`src/logic/pmcu_pkg.sv`:
```
package pmcu_pkg;
    // --------------------------------------------------------------------
    // Register map
    // --------------------------------------------------------------------
    localparam logic [11:0] PMCU_POWER_MANAGEMENT_CONTROL = 12'h014;
    localparam logic [31:0] PMCU_READ_UNMAPPED = 32'h0000_0000;

    // --------------------------------------------------------------------
    // Field positions
    // --------------------------------------------------------------------
    localparam int PMCU_BIT_ANALOG_REF_WAIT_DISABLE    = 15;
    localparam int PMCU_BIT_CRYSTAL_SUSPEND_DISABLE    = 14;
    localparam int PMCU_BIT_EEE_WAKE_ENABLE            = 13;
    localparam int PMCU_BIT_EEE_WAKE_STATUS            = 12;
    localparam int PMCU_BIT_MAC_DOMAIN_SOFT_RESET      = 11;
    localparam int PMCU_BIT_RESUME_CLEARS_WAKE_STATUS  = 9;
    localparam int PMCU_BIT_RESUME_CLEARS_WAKE_ENABLES = 8;

    // --------------------------------------------------------------------
    // Reset values
    // --------------------------------------------------------------------
    localparam logic PMCU_RST_ANALOG_REF_WAIT_DISABLE    = 1'h0;
    localparam logic PMCU_RST_CRYSTAL_SUSPEND_DISABLE    = 1'h0;
    localparam logic PMCU_RST_EEE_WAKE_ENABLE            = 1'h0;
    localparam logic PMCU_RST_EEE_WAKE_STATUS            = 1'h0;
    localparam logic PMCU_RST_MAC_DOMAIN_SOFT_RESET      = 1'h0;
    localparam logic PMCU_RST_RESUME_CLEARS_WAKE_STATUS  = 1'h0;
    localparam logic PMCU_RST_RESUME_CLEARS_WAKE_ENABLES = 1'h1;

    // --------------------------------------------------------------------
    // Suspend-state selection
    // --------------------------------------------------------------------
    localparam logic [1:0] PMCU_DEEP_SUSPEND_STATE = 2'h2;

    // --------------------------------------------------------------------
    // Timing
    // --------------------------------------------------------------------
    localparam int PMCU_CLK_HZ             = 20_000_000;
    localparam int PMCU_PHY_RESET_REQUEST_MIN_MS     = 4;
    localparam int PMCU_PHY_RESET_REQUEST_LONG_MS    = 128;
    localparam int PMCU_ANA_REF_SETTLE_MS  = 100;
    localparam int PMCU_PHY_RESET_REQUEST_MIN_CYC    = PMCU_CLK_HZ / 1000 * PMCU_PHY_RESET_REQUEST_MIN_MS;
    localparam int PMCU_PHY_RESET_REQUEST_LONG_CYC   = PMCU_CLK_HZ / 1000 * PMCU_PHY_RESET_REQUEST_LONG_MS;
    localparam int PMCU_ANA_REF_SETTLE_CYC = PMCU_CLK_HZ / 1000 * PMCU_ANA_REF_SETTLE_MS;
    localparam int PMCU_CNT_W              = 22;

    typedef enum logic [1:0] {
        PMCU_PHY_IDLE   = 2'b00,
        PMCU_PHY_RESET  = 2'b01,
        PMCU_PHY_SETTLE = 2'b10
    } pmcu_phy_state_t;
endpackage

```
`src/logic/pmcu_sync2.sv`:
```
`timescale 1ns/1ps
module pmcu_sync2 (
    input  wire logic sys_clk,
    input  wire logic rst_n,
    input  wire logic async_in,
    output logic      sync_out
);
    logic stage1;
    logic next_stage1;
    logic next_sync_out;

    always_comb begin
        next_stage1   = async_in;
        next_sync_out = stage1;
    end

    always_ff @(posedge sys_clk) begin
        if (!rst_n) begin
            stage1   <= 1'b0;
            sync_out <= 1'b0;
        end else begin
            stage1   <= next_stage1;
            sync_out <= next_sync_out;
        end
    end
endmodule // pmcu_sync2

```
`src/logic/pmcu_phy_seq.sv`:
```
`timescale 1ns/1ps
module pmcu_phy_seq #(
    parameter int RST_MIN_CYC = pmcu_pkg::PMCU_PHY_RESET_REQUEST_MIN_CYC,
    parameter int RST_LONG_CYC = pmcu_pkg::PMCU_PHY_RESET_REQUEST_LONG_CYC,
    parameter int SETTLE_CYC   = pmcu_pkg::PMCU_ANA_REF_SETTLE_CYC
) (
    input  wire logic sys_clk,
    input  wire logic rst_n,
    input  wire logic start,
    input  wire logic keep_ref,
    output logic      phy_reset,
    output logic      analog_ref_enable,
    output logic      busy
);
    import pmcu_pkg::*;

    pmcu_phy_state_t         state;
    pmcu_phy_state_t         next_state;
    logic [PMCU_CNT_W-1:0]   count;
    logic [PMCU_CNT_W-1:0]   next_count;
    logic                    ref_off;
    logic                    next_ref_off;

    always_comb begin
        next_state   = state;
        next_count   = count;
        next_ref_off = ref_off;
        case (state)
            PMCU_PHY_IDLE: begin
                if (start) begin
                    next_state   = PMCU_PHY_RESET;
                    next_count   = '0;
                    // With the wait disabled the reference stays up, saving the long settle.
                    next_ref_off = !keep_ref;
                end
            end
            PMCU_PHY_RESET: begin
                next_count = count + 1'b1;
                if (32'(count) >= RST_MIN_CYC - 1) begin
                    next_count = '0;
                    next_state = ref_off ? PMCU_PHY_SETTLE : PMCU_PHY_IDLE;
                end
            end
            PMCU_PHY_SETTLE: begin
                next_ref_off = 1'b0;
                next_count   = count + 1'b1;
                if (32'(count) >= SETTLE_CYC - 1) begin
                    next_state = PMCU_PHY_IDLE;
                end
            end
            default: next_state = PMCU_PHY_IDLE;
        endcase
    end

    always_ff @(posedge sys_clk) begin
        if (!rst_n) begin
            state   <= PMCU_PHY_IDLE;
            count   <= '0;
            ref_off <= 1'b0;
        end else begin
            state   <= next_state;
            count   <= next_count;
            ref_off <= next_ref_off;
        end
    end

    // PHY held in reset through the settle phase too, total stays under the long limit.
    assign phy_reset         = (state != PMCU_PHY_IDLE);
    assign analog_ref_enable = !ref_off;
    assign busy              = phy_reset;

    a_ref_kept_on: assert property (@(posedge sys_clk) disable iff (!rst_n)
        (state == PMCU_PHY_IDLE && start && keep_ref) |=> analog_ref_enable)
        else $error("reference dropped while wait disabled");
    a_settle_len: assert property (@(posedge sys_clk) disable iff (!rst_n)
        $rose(state == PMCU_PHY_SETTLE) |-> phy_reset [*8])
        else $error("settle ended too early");
endmodule // pmcu_phy_seq

```
`src/logic/pmcu_top.sv`:
```
`timescale 1ns/1ps
module pmcu_top #(
    parameter int PHY_RESET_REQUEST_MIN_CYC = pmcu_pkg::PMCU_PHY_RESET_REQUEST_MIN_CYC,
    parameter int ANA_SETTLE_CYC  = pmcu_pkg::PMCU_ANA_REF_SETTLE_CYC
) (
    input  wire logic        sys_clk,
    input  wire logic        rst_n,
    input  wire logic        protect_rst_n,
    input  wire logic [11:0] reg_addr,
    input  wire logic [31:0] reg_wdata,
    input  wire logic        reg_wr,
    input  wire logic        reg_rd,
    output logic      [31:0] reg_rdata,
    input  wire logic        phy_reset_request,
    input  wire logic [1:0]  suspend_select,
    input  wire logic        in_state_a,
    input  wire logic        eee_wake_event,
    input  wire logic        resume_done,
    input  wire logic        resume_remote,
    input  wire logic        mac_rx_clk_running,
    input  wire logic        mac_tx_clk_running,
    output logic             phy_reset,
    output logic             analog_ref_enable,
    output logic             phy_busy,
    output logic             crystal_enable,
    output logic             eee_wake_request,
    output logic             mac_rx_reset,
    output logic             mac_tx_reset,
    output logic             wake_status_clear,
    output logic             wake_enables_clear
);
    import pmcu_pkg::*;

    // ------------------------------------------------------------------
    // Register fields
    // ------------------------------------------------------------------
    logic analog_ref_wait_disable;
    logic crystal_suspend_disable;
    logic eee_wake_enable;
    logic eee_wake_status;
    logic mac_domain_soft_reset;
    logic resume_clears_wake_status;
    logic resume_clears_wake_enables;
    logic next_analog_ref_wait_disable;
    logic next_crystal_suspend_disable;
    logic next_eee_wake_enable;
    logic next_eee_wake_status;
    logic next_mac_domain_soft_reset;
    logic next_resume_clears_wake_status;
    logic next_resume_clears_wake_enables;
    logic [31:0] next_reg_rdata;
    logic        hit;
    logic        wr_hit;
    logic        remote_resume;
    logic        rx_clk_ok;
    logic        tx_clk_ok;
    logic        eee_evt;

    assign hit           = (reg_addr == PMCU_POWER_MANAGEMENT_CONTROL);
    assign wr_hit        = reg_wr && hit;
    // Host resumes never touch status or enables.
    assign remote_resume = resume_done && resume_remote;

    // ------------------------------------------------------------------
    // Input synchronisers
    // ------------------------------------------------------------------
    pmcu_sync2 u_sync_rx (
        .sys_clk  (sys_clk),
        .rst_n    (rst_n),
        .async_in (mac_rx_clk_running),
        .sync_out (rx_clk_ok)
    );
    pmcu_sync2 u_sync_tx (
        .sys_clk  (sys_clk),
        .rst_n    (rst_n),
        .async_in (mac_tx_clk_running),
        .sync_out (tx_clk_ok)
    );
    pmcu_sync2 u_sync_eee (
        .sys_clk  (sys_clk),
        .rst_n    (rst_n),
        .async_in (eee_wake_event),
        .sync_out (eee_evt)
    );

    // ------------------------------------------------------------------
    // Protected-domain bits
    // ------------------------------------------------------------------
    always_comb begin
        next_analog_ref_wait_disable = analog_ref_wait_disable;
        next_crystal_suspend_disable = crystal_suspend_disable;
        if (wr_hit) begin
            next_analog_ref_wait_disable = reg_wdata[PMCU_BIT_ANALOG_REF_WAIT_DISABLE];
            next_crystal_suspend_disable = reg_wdata[PMCU_BIT_CRYSTAL_SUSPEND_DISABLE];
        end
    end

    // Only the protect reset reaches these, so ordinary resets leave them alone.
    always_ff @(posedge sys_clk) begin
        if (!protect_rst_n) begin
            analog_ref_wait_disable <= PMCU_RST_ANALOG_REF_WAIT_DISABLE;
            crystal_suspend_disable <= PMCU_RST_CRYSTAL_SUSPEND_DISABLE;
        end else begin
            analog_ref_wait_disable <= next_analog_ref_wait_disable;
            crystal_suspend_disable <= next_crystal_suspend_disable;
        end
    end

    // ------------------------------------------------------------------
    // Ordinary-domain bits
    // ------------------------------------------------------------------
    always_comb begin
        next_eee_wake_enable            = eee_wake_enable;
        next_eee_wake_status            = eee_wake_status;
        next_mac_domain_soft_reset      = mac_domain_soft_reset;
        next_resume_clears_wake_status  = resume_clears_wake_status;
        next_resume_clears_wake_enables = resume_clears_wake_enables;
        if (wr_hit) begin
            next_eee_wake_enable            = reg_wdata[PMCU_BIT_EEE_WAKE_ENABLE];
            next_mac_domain_soft_reset      = reg_wdata[PMCU_BIT_MAC_DOMAIN_SOFT_RESET];
            next_resume_clears_wake_status  = reg_wdata[PMCU_BIT_RESUME_CLEARS_WAKE_STATUS];
            next_resume_clears_wake_enables = reg_wdata[PMCU_BIT_RESUME_CLEARS_WAKE_ENABLES];
            if (reg_wdata[PMCU_BIT_EEE_WAKE_STATUS]) begin
                next_eee_wake_status = 1'b0;
            end
        end
        if (remote_resume && resume_clears_wake_enables) begin
            next_eee_wake_enable = 1'b0;
        end
        if (remote_resume && resume_clears_wake_status) begin
            next_eee_wake_status = 1'b0;
        end
        // A new event beats any clear in the same cycle, enable or not.
        if (eee_evt) begin
            next_eee_wake_status = 1'b1;
        end
    end

    always_ff @(posedge sys_clk) begin
        if (!rst_n) begin
            eee_wake_enable            <= PMCU_RST_EEE_WAKE_ENABLE;
            eee_wake_status            <= PMCU_RST_EEE_WAKE_STATUS;
            mac_domain_soft_reset      <= PMCU_RST_MAC_DOMAIN_SOFT_RESET;
            resume_clears_wake_status  <= PMCU_RST_RESUME_CLEARS_WAKE_STATUS;
            resume_clears_wake_enables <= PMCU_RST_RESUME_CLEARS_WAKE_ENABLES;
        end else begin
            eee_wake_enable            <= next_eee_wake_enable;
            eee_wake_status            <= next_eee_wake_status;
            mac_domain_soft_reset      <= next_mac_domain_soft_reset;
            resume_clears_wake_status  <= next_resume_clears_wake_status;
            resume_clears_wake_enables <= next_resume_clears_wake_enables;
        end
    end

    // ------------------------------------------------------------------
    // Read path
    // ------------------------------------------------------------------
    always_comb begin
        next_reg_rdata = PMCU_READ_UNMAPPED;
        if (reg_rd && hit) begin
            next_reg_rdata[PMCU_BIT_ANALOG_REF_WAIT_DISABLE]    = analog_ref_wait_disable;
            next_reg_rdata[PMCU_BIT_CRYSTAL_SUSPEND_DISABLE]    = crystal_suspend_disable;
            next_reg_rdata[PMCU_BIT_EEE_WAKE_ENABLE]            = eee_wake_enable;
            next_reg_rdata[PMCU_BIT_EEE_WAKE_STATUS]            = eee_wake_status;
            next_reg_rdata[PMCU_BIT_MAC_DOMAIN_SOFT_RESET]      = mac_domain_soft_reset;
            next_reg_rdata[PMCU_BIT_RESUME_CLEARS_WAKE_STATUS]  = resume_clears_wake_status;
            next_reg_rdata[PMCU_BIT_RESUME_CLEARS_WAKE_ENABLES] = resume_clears_wake_enables;
        end
    end

    always_ff @(posedge sys_clk) begin
        if (!rst_n) begin
            reg_rdata <= 32'h0000_0000;
        end else begin
            reg_rdata <= next_reg_rdata;
        end
    end

    // ------------------------------------------------------------------
    // PHY reset sequencing
    // ------------------------------------------------------------------
    pmcu_phy_seq #(
        .RST_MIN_CYC  (PHY_RESET_REQUEST_MIN_CYC),
        .RST_LONG_CYC (PMCU_PHY_RESET_REQUEST_LONG_CYC),
        .SETTLE_CYC   (ANA_SETTLE_CYC)
    ) u_phy_seq (
        .sys_clk           (sys_clk),
        .rst_n             (rst_n),
        .start             (phy_reset_request),
        .keep_ref          (analog_ref_wait_disable),
        .phy_reset         (phy_reset),
        .analog_ref_enable (analog_ref_enable),
        .busy              (phy_busy)
    );

    // ------------------------------------------------------------------
    // Outputs to the surrounding power logic
    // ------------------------------------------------------------------
    // State_a and deep suspend are the states where the crystal would stop.
    assign crystal_enable = crystal_suspend_disable
                         || !(in_state_a || suspend_select == PMCU_DEEP_SUSPEND_STATE);
    assign eee_wake_request   = eee_wake_enable && eee_wake_status;
    // Release waits for a running clock; assertion on a stopped clock also waits out the two-stage synchroniser.
    assign mac_rx_reset       = mac_domain_soft_reset || !rx_clk_ok;
    assign mac_tx_reset       = mac_domain_soft_reset || !tx_clk_ok;
    assign wake_status_clear  = remote_resume && resume_clears_wake_status;
    assign wake_enables_clear = remote_resume && resume_clears_wake_enables;

    // ------------------------------------------------------------------
    // Checks
    // ------------------------------------------------------------------
    a_status_sets: assert property (@(posedge sys_clk) disable iff (!rst_n)
        eee_evt |=> eee_wake_status)
        else $error("eee status not set by event");
    a_status_w1c: assert property (@(posedge sys_clk) disable iff (!rst_n)
        (wr_hit && reg_wdata[PMCU_BIT_EEE_WAKE_STATUS] && !eee_evt) |=> !eee_wake_status)
        else $error("eee status not cleared by write");
    a_resume_clr_status: assert property (@(posedge sys_clk) disable iff (!rst_n)
        (remote_resume && resume_clears_wake_status && !eee_evt) |=> !eee_wake_status)
        else $error("remote resume left status");
    a_host_keeps_status: assert property (@(posedge sys_clk) disable iff (!rst_n)
        (resume_done && !resume_remote && !wr_hit) |=> $stable(eee_wake_status) || eee_wake_status)
        else $error("host resume changed status");
    a_policy_off_keep: assert property (@(posedge sys_clk) disable iff (!rst_n)
        (resume_done && !resume_clears_wake_status && !eee_evt
            && !(wr_hit && reg_wdata[PMCU_BIT_EEE_WAKE_STATUS]))
        |-> (!wake_status_clear ##1 $stable(eee_wake_status)))
        else $error("status clear with policy off");
    a_resume_clr_en: assert property (@(posedge sys_clk) disable iff (!rst_n)
        (remote_resume && resume_clears_wake_enables) |=> !eee_wake_enable)
        else $error("remote resume left enable");
    a_host_keeps_en: assert property (@(posedge sys_clk) disable iff (!rst_n)
        (resume_done && !resume_remote && !wr_hit) |=> $stable(eee_wake_enable))
        else $error("host resume changed enable");
    a_mac_held: assert property (@(posedge sys_clk) disable iff (!rst_n)
        mac_domain_soft_reset |-> (mac_rx_reset && mac_tx_reset))
        else $error("mac domains not held");
    a_mac_clk_gate: assert property (@(posedge sys_clk) disable iff (!rst_n)
        (!rx_clk_ok || !tx_clk_ok)
        |-> ((rx_clk_ok || mac_rx_reset) && (tx_clk_ok || mac_tx_reset)))
        else $error("mac released without clock");
    a_phy_min_hold: assert property (@(posedge sys_clk) disable iff (!rst_n)
        $rose(phy_reset) |-> phy_reset [*8])
        else $error("phy reset too short");
    a_reserved_zero: assert property (@(posedge sys_clk) disable iff (!rst_n)
        reg_rd |=> (reg_rdata[31:16] == 16'h0000 && reg_rdata[10] == 1'b0))
        else $error("reserved bits not zero");

    // ------------------------------------------------------------------
    // Field, read-path and output checks
    // ------------------------------------------------------------------
    a_status_holds: assert property (@(posedge sys_clk) disable iff (!rst_n)
        (!eee_evt && !(wr_hit && reg_wdata[PMCU_BIT_EEE_WAKE_STATUS])
            && !(remote_resume && resume_clears_wake_status))
        |=> $stable(eee_wake_status))
        else $error("eee status changed without cause");
    a_enable_written: assert property (@(posedge sys_clk) disable iff (!rst_n)
        (wr_hit && !(remote_resume && resume_clears_wake_enables))
        |=> (eee_wake_enable == $past(reg_wdata[PMCU_BIT_EEE_WAKE_ENABLE])))
        else $error("eee enable not written");
    a_policy_written: assert property (@(posedge sys_clk) disable iff (!rst_n)
        wr_hit |=> ((resume_clears_wake_status
                     == $past(reg_wdata[PMCU_BIT_RESUME_CLEARS_WAKE_STATUS]))
                 && (resume_clears_wake_enables
                     == $past(reg_wdata[PMCU_BIT_RESUME_CLEARS_WAKE_ENABLES]))))
        else $error("resume policy not written");
    a_crystal_kept: assert property (@(posedge sys_clk) disable iff (!rst_n)
        (in_state_a || suspend_select == PMCU_DEEP_SUSPEND_STATE)
        |-> (crystal_enable == crystal_suspend_disable))
        else $error("crystal state wrong in deep suspend");
    a_protect_kept: assert property (@(posedge sys_clk) disable iff (!protect_rst_n)
        (!rst_n && !wr_hit) |=> ($stable(analog_ref_wait_disable)
            && $stable(crystal_suspend_disable)))
        else $error("protected bits lost in reset");
    a_rdata_idle: assert property (@(posedge sys_clk) disable iff (!rst_n)
        !(reg_rd && hit)
        |=> (reg_rdata == 32'h0000_0000))
        else $error("read data outside read cycle");
    a_mac_release: assert property (@(posedge sys_clk) disable iff (!rst_n)
        (!mac_domain_soft_reset && rx_clk_ok && tx_clk_ok)
        |-> (!mac_rx_reset && !mac_tx_reset))
        else $error("mac held without cause");
endmodule // pmcu_top

```
`config.mk`:
```
export PLATFORM = sky130hd
export DESIGN_NAME = pmcu_top
export DESIGN_NICKNAME = d
export VERILOG_FILES = /design/src/logic/pmcu_pkg.sv /design/src/logic/pmcu_sync2.sv /design/src/logic/pmcu_phy_seq.sv /design/src/logic/pmcu_top.sv
export SDC_FILE = /design/constraint.sdc
export NUM_CORES = 1
export LEC_CHECK = 0
export BUFFER_PORTS_ARGS = -buffer_cell sky130_fd_sc_hd__buf_2
export CORE_AREA = 2 2 104 106
export DETAILED_ROUTE_END_ITERATION = 8
export DIE_AREA = 0 0 106 108
export PLACE_DENSITY = 0.51
export SLEW_MARGIN = 10
export SYNTH_ARGS = -nofsm -noshare
export SYNTH_HDL_FRONTEND = slang
export SYNTH_HIERARCHICAL = 1
export SYNTH_SLANG_ARGS = --single-unit
```
`constraint.sdc`:
```
create_clock -name sys_clk -period 2.8 [get_ports sys_clk]
set_input_delay 0.28 -clock sys_clk [delete_from_list [all_inputs] [get_ports sys_clk]]
set_output_delay 0.28 -clock sys_clk [all_outputs]
set_load 0.01 [all_outputs]
```
Yosys cells after proc, flatten, opt, wreduce, memory -nomap -nowiden
Index checks and enable logic that the tools add are counted.
{"block": "op_classes", "n_addsub": 1, "n_lt_le_gt_ge": 2, "eq_ne": 7, "muxes": 14, "n_bitwise": 1, "reduce_logical": 27}
{"cell": "$pmux W22 S3", "n": 1}
{"cell": "$mux W22", "n": 2}
{"cell": "$add A22 B1 Y22 const B", "n": 1}
{"cell": "$ge A22 B17 Y1 const B", "n": 1}
{"cell": "$ge A22 B21 Y1 const B", "n": 1}
{"cell": "$eq A12 B5 Y1 const B", "n": 1}
{"cell": "$reduce_bool A3 Y1", "n": 3}
{"cell": "$mux W2", "n": 4}
{"cell": "$reduce_and A2 Y1", "n": 4}
{"cell": "$logic_and A1 B1 Y1", "n": 6}
{"cell": "$pmux W2 S3", "n": 1}
{"cell": "$logic_not A1 Y1", "n": 5}
{"cell": "$mux W1", "n": 5}
{"cell": "$eq A2 B2 Y1 const B", "n": 2}
{"cell": "$logic_or A1 B1 Y1", "n": 4}
{"cell": "$ne A2 B1 Y1 const B", "n": 2}
{"cell": "$reduce_bool A2 Y1", "n": 2}
{"cell": "$reduce_and A3 Y1", "n": 1}
{"cell": "$eq A2 B1 Y1 const B", "n": 1}
{"cell": "$logic_not A2 Y1", "n": 1}
{"cell": "$ne A2 B2 Y1 const B", "n": 1}
{"cell": "$pmux W1 S2", "n": 1}
{"cell": "$reduce_or A2 Y1", "n": 1}
{"cell": "$not A1 Y1", "n": 1}
{"block": "totals", "reg_bits": 70, "input_bits": 58, "out_inout_bits": 41, "elab_cells": 70}

Longest topological paths before layout
{"block": "logic_depth", "word_depth": 5, "ltp_mapped": 8, "depth_no_buf": 7}

Modules after synthesis
The synthesis kept the hierarchy.
{"mod": "pmcu_phy_seq", "instances": 1, "cells_per_inst": 203, "area_each_um2": 1582.8}
{"mod": "pmcu_top", "instances": 1, "cells_per_inst": 87, "area_each_um2": 784.5}
{"mod": "pmcu_sync2", "instances": 3, "cells_per_inst": 4, "area_each_um2": 52.6}

Worst setup path before layout
Ideal clock, no wire load.
{"block": "synth_timing", "path_kind": "register to register", "start": "register u_phy_seq.state[0]", "end": "register u_phy_seq.count[2]", "arrival_ns": 1.842, "required_time_ns": 2.686, "path_slack_ns": 0.844, "path_stages_with_launch": 8, "period_less_slack_ns": 1.956, "path_cell_list": "dfxtp_1 > inv_1 > ha_1 > or4_4 > o2111ai_4 > buf_6 > o21ai_1 > a21o_1"}
{"block": "synth_via", "elab_chain_cells": 3, "word_cells_on_any_way": 7}
{"element": "start, declared", "line": "pmcu_phy_seq.sv:17", "source": "pmcu_phy_state_t state;"}
{"element": "start signal, assigned", "line": "pmcu_phy_seq.sv:61", "source": "state <= next_state;"}
{"element": "$eq A2 B1 Y1, or another cell as far along", "line": "pmcu_phy_seq.sv:28", "source": "case (state)"}
{"element": "$reduce_bool A3 Y1 (no source line) / $ne A2 B2 Y1 (equally long branches)"}
{"element": "$reduce_and A2 Y1 (no source line)"}
{"element": "end signal, assigned", "line": "pmcu_phy_seq.sv:62", "source": "count <= next_count;"}
{"element": "end, declared", "line": "pmcu_phy_seq.sv:19", "source": "logic [PMCU_CNT_W-1:0] count;"}
Parallel ways exist; a longest one is shown, timed or not.
A chain may end at the register's enable or synchronous reset.

Worst setup path after layout
{"block": "layout_timing", "start": "register u_phy_seq.state[0]", "end": "register u_phy_seq.count[8]"}
The elaborated chain is that of the path after synthesis.

==> results_dict.tcl <==
set metrics [dict create \
    synth_edf_count 0 \
    vias 2193 \
    worstSkewPairLatency_ns 0.30 \
    start_util 0.2468 \
    synth_top_area_share 0.3568 \
    cap_violations 0 \
    core-area_um2 10230 \
    yosys.area.top_type "dfxtp_1" \
    finalHoldViolations 0 \
    slowest_delay_ns 0.54 \
    grt_setup_unrepaired "false" \
    crit_path_max_fanout 17 \
    r2r_slack_ns 0.42 \
    async_flop_share 0 \
    rows 37 \
    numCtsBuffers 5 \
    drv_slew 0 \
    timing.rr.start "u_phy_seq/state[0]" \
    dr.pass1.iters 4 \
    die_w_um 106 \
    period_minus_slack_ns 2.384 \
    path_class "flip-flop to flip-flop" \
    grt_overflow 0 \
    ctsResizeCount 0 \
    area_growth_pct 14.02 \
    final_area_um2 2879 \
    drive_gt1_frac 0.2120 \
    synthTopCellsByArea "dfxtp_1, buf_4, nand2_1" \
    initialDrtViolationCount 133 \
    ant_nets 0 \
    dp_hpwl_um 4096 \
    skew_ns 0.009157 \
    via_per_inst 4.522 \
    yosysUniqueCellTypes 55 \
    syn_inst 302 \
    nNetsFinal 411 \
    whs_ns 0.1781 \
    synth_area_per_cell_um2 8.361 \
    crit_path_start_kind "flip-flop" \
    grt_max_degree 22 \
    reg2reg_to "u_phy_seq/count[8]" \
    ir_drop_mv 0.2231 \
    root_buffer "clkbuf_8" \
    antenna_found_initial 0 \
    cp.required_ns 3.04 \
    drc 0 \
    power_density_nw_per_um2 488.7 \
    cts.sinks 45 \
    path_clk_slew_ns 0.09 \
    die_area_um2 11450 \
    fin_cells 485 \
    ys_ff_latch 45 \
    die_h_um 108 \
    ys_seq_area_frac 0.3568 \
    critPathArrivalTime_ns 2.63 \
    hold_end "u_sync_eee/next_sync_out" \
    post_cts_buffers 0 \
    tns_ns 0 \
    gp_congestion 0.7898 \
    maxSlewHeadroom 0.5820 \
    ys.flop_type "dfxtp_1" \
    cts_tree "built" \
    cp_slowest_cell "or3_2" \
    grt_usage 0.09983 \
    htree_levels 2 \
    setup_viol 0 \
    placed_area_um2 2788 \
    drt-total-wl_um 5518 \
    power.leakage_nw 1.175 \
    netlist_area_um2 2525 \
    min_path_cells 2 \
    crit_chain "inv_1, ha_1, and2b_1, nor3_1, o2111ai_4, or3_2, nand3_1" \
    nFillCells 1099 \
    status "finished, final reports clean" \
    worst_slew_pin_slew_ns 0.6219 \
    antenna_cells 0 \
    hold_class "input pin to flip-flop" \
    reg2reg_depth 7 \
    ctsHoldBuffers 0 \
    clock_path_buffers 2 \
    grt_pass1_vias 1994 \
    grt_pass1_wl_um 9294 \
    crit_path_end_kind "flip-flop" \
    hold_start "eee_wake_event" \
    post-route-period-util 0.8516 \
    wire_per_inst_um 11.38 \
    max_freq_ghz 0.4194 \
    ios 99 \
    dp_cells 477 \
    io_buffers 48 \
    ys_warn_count 6 \
]
==> where the power goes <==
group          switching [mW]  total (mW)  internal (mW)
sequential             0.0159       0.673          0.657
combinational           0.201       0.323          0.122
clock                   0.235       0.410          0.175
==> how the worst max path moves through the flow <==
| stage | end | cells after the start | slack (ns) | start |
|---|---|---|---|---|
| 3_5_place_dp | u_phy_seq/count[8] | 7 | 0.45 | u_phy_seq/state[0] |
| 6_report | u_phy_seq/count[8] | 7 | 0.42 | u_phy_seq/state[0] |
| 5_1_grt | u_phy_seq/count[4] | 7 | 0.23 | u_phy_seq/state[1] |
| 2_1_floorplan | u_phy_seq/count[2] | 7 | 0.84 | u_phy_seq/state[0] |
| 3_3_place_gp | u_phy_seq/count[8] | 7 | 0.50 | u_phy_seq/state[0] |
| 4_1_cts | u_phy_seq/count[8] | 7 | 0.40 | u_phy_seq/state[0] |
==> registers in the layout (all words and copies together) (netlist names) <==
| name | cells |
|---|---|
| u_phy_seq/count | 22 |
| u_sync_eee/sync_out | 1 |
| u_phy_seq/ref_off | 1 |
| reg_rdata | 7 |
| u_sync_rx/next_sync_out | 1 |
| crystal_suspend_disable | 1 |
| mac_domain_soft_reset | 1 |
| u_sync_tx/next_sync_out | 1 |
| resume_clears_wake_status | 1 |
| u_phy_seq/state | 2 |
| eee_wake_enable | 1 |
| eee_wake_status | 1 |
| u_sync_eee/next_sync_out | 1 |
| u_sync_tx/sync_out | 1 |
| analog_ref_wait_disable | 1 |
| resume_clears_wake_enables | 1 |
| u_sync_rx/sync_out | 1 |
==> per-stage QoR <==
stage	setup slack, ns	utilization	total power [mW]
global placement	0.4982	0.2725	1.002
finish	0.4155	0.2814	1.407
detailed placement	0.4547	0.2725	1.009
global route	0.2337	0.2814	1.489
CTS	0.4007	0.2814	1.430
floorplan	0.8437	-	0.9430
==> synthesized netlist by cell type (3+ instances only) <==
cell	instances
dfxtp_1	45
nand2_1	40
buf_4	27
nand3_1	25
and2_1	16
inv_1	13
a21oi_1	10
o21ai_0	10
mux2i_1	8
nand4_1	8
nor3_1	8
nor2_1	6
a31oi_1	5
clkbuf_1	5
ha_1	5
a21o_1	4
nand2b_1	4
nor2b_1	4
nor4_1	4
or4_1	4
buf_6	3
o311ai_0	3
or3_1	3
or4_4	3
==> layer usage <==
metal	GRT usage	part of all wire	vias to the layer above
li1	-	-	1110
met1	0.1214	0.46	1002
met2	0.1654	0.45	69
met3	0.03134	0.070	12
met4	0.03853	0.017	0
met5	0	0	-
==> cells in the final DEF, fill, tap and decap left out, types with 6 or more instances in the layout <==
cell / count
a21oi_1: 10
o21ai_0: 10
nor3_1: 8
nand4_1: 8
nor2_1: 6
inv_1: 13
mux2i_1: 8
conb_1: 25
and2_1: 16
nand2_1: 40
buf_2: 48
dfxtp_1: 45
nand3_1: 25
==> kinds of logic (layout without fill, tap and decap cells) <==
group,count (synthesis),count (layout),share of synthesized area
other cells,1,25,0.001485
fa+ha+maj,5,5,0.02478
flops,45,45,0.3568
compound gates,47,47,0.1328
buf+inv,49,72,0.1224
xor+xnor,3,3,0.01041
mux,8,8,0.03172
simple gates,144,144,0.3196
==> cell type report <==
| type | count | area [um2] | area share |
|---|---|---|---|
| Tap cell | 136 | 170.2 | 0.05910 |
| Multi-Input combinational cell | 232 | 1405 | 0.4880 |
| Clock buffer | 5 | 68.82 | 0.02390 |
| Sequential cell | 45 | 900.9 | 0.3129 |
| Timing Repair Buffer | 51 | 262.8 | 0.09126 |
| Inverter | 13 | 48.80 | 0.01695 |
| Clock inverter | 3 | 22.52 | 0.007823 |
==> critical path: cells and delay by family (launching register included) <==
family / cells / cell delay (ns)
flops: 1 / 0.41
buf+inv: 1 / 0.09
simple gates: 4 / 1.20
compound gates: 1 / 0.35
fa+ha+maj: 1 / 0.28
Note: power is estimated with default switching activity, not from simulation.
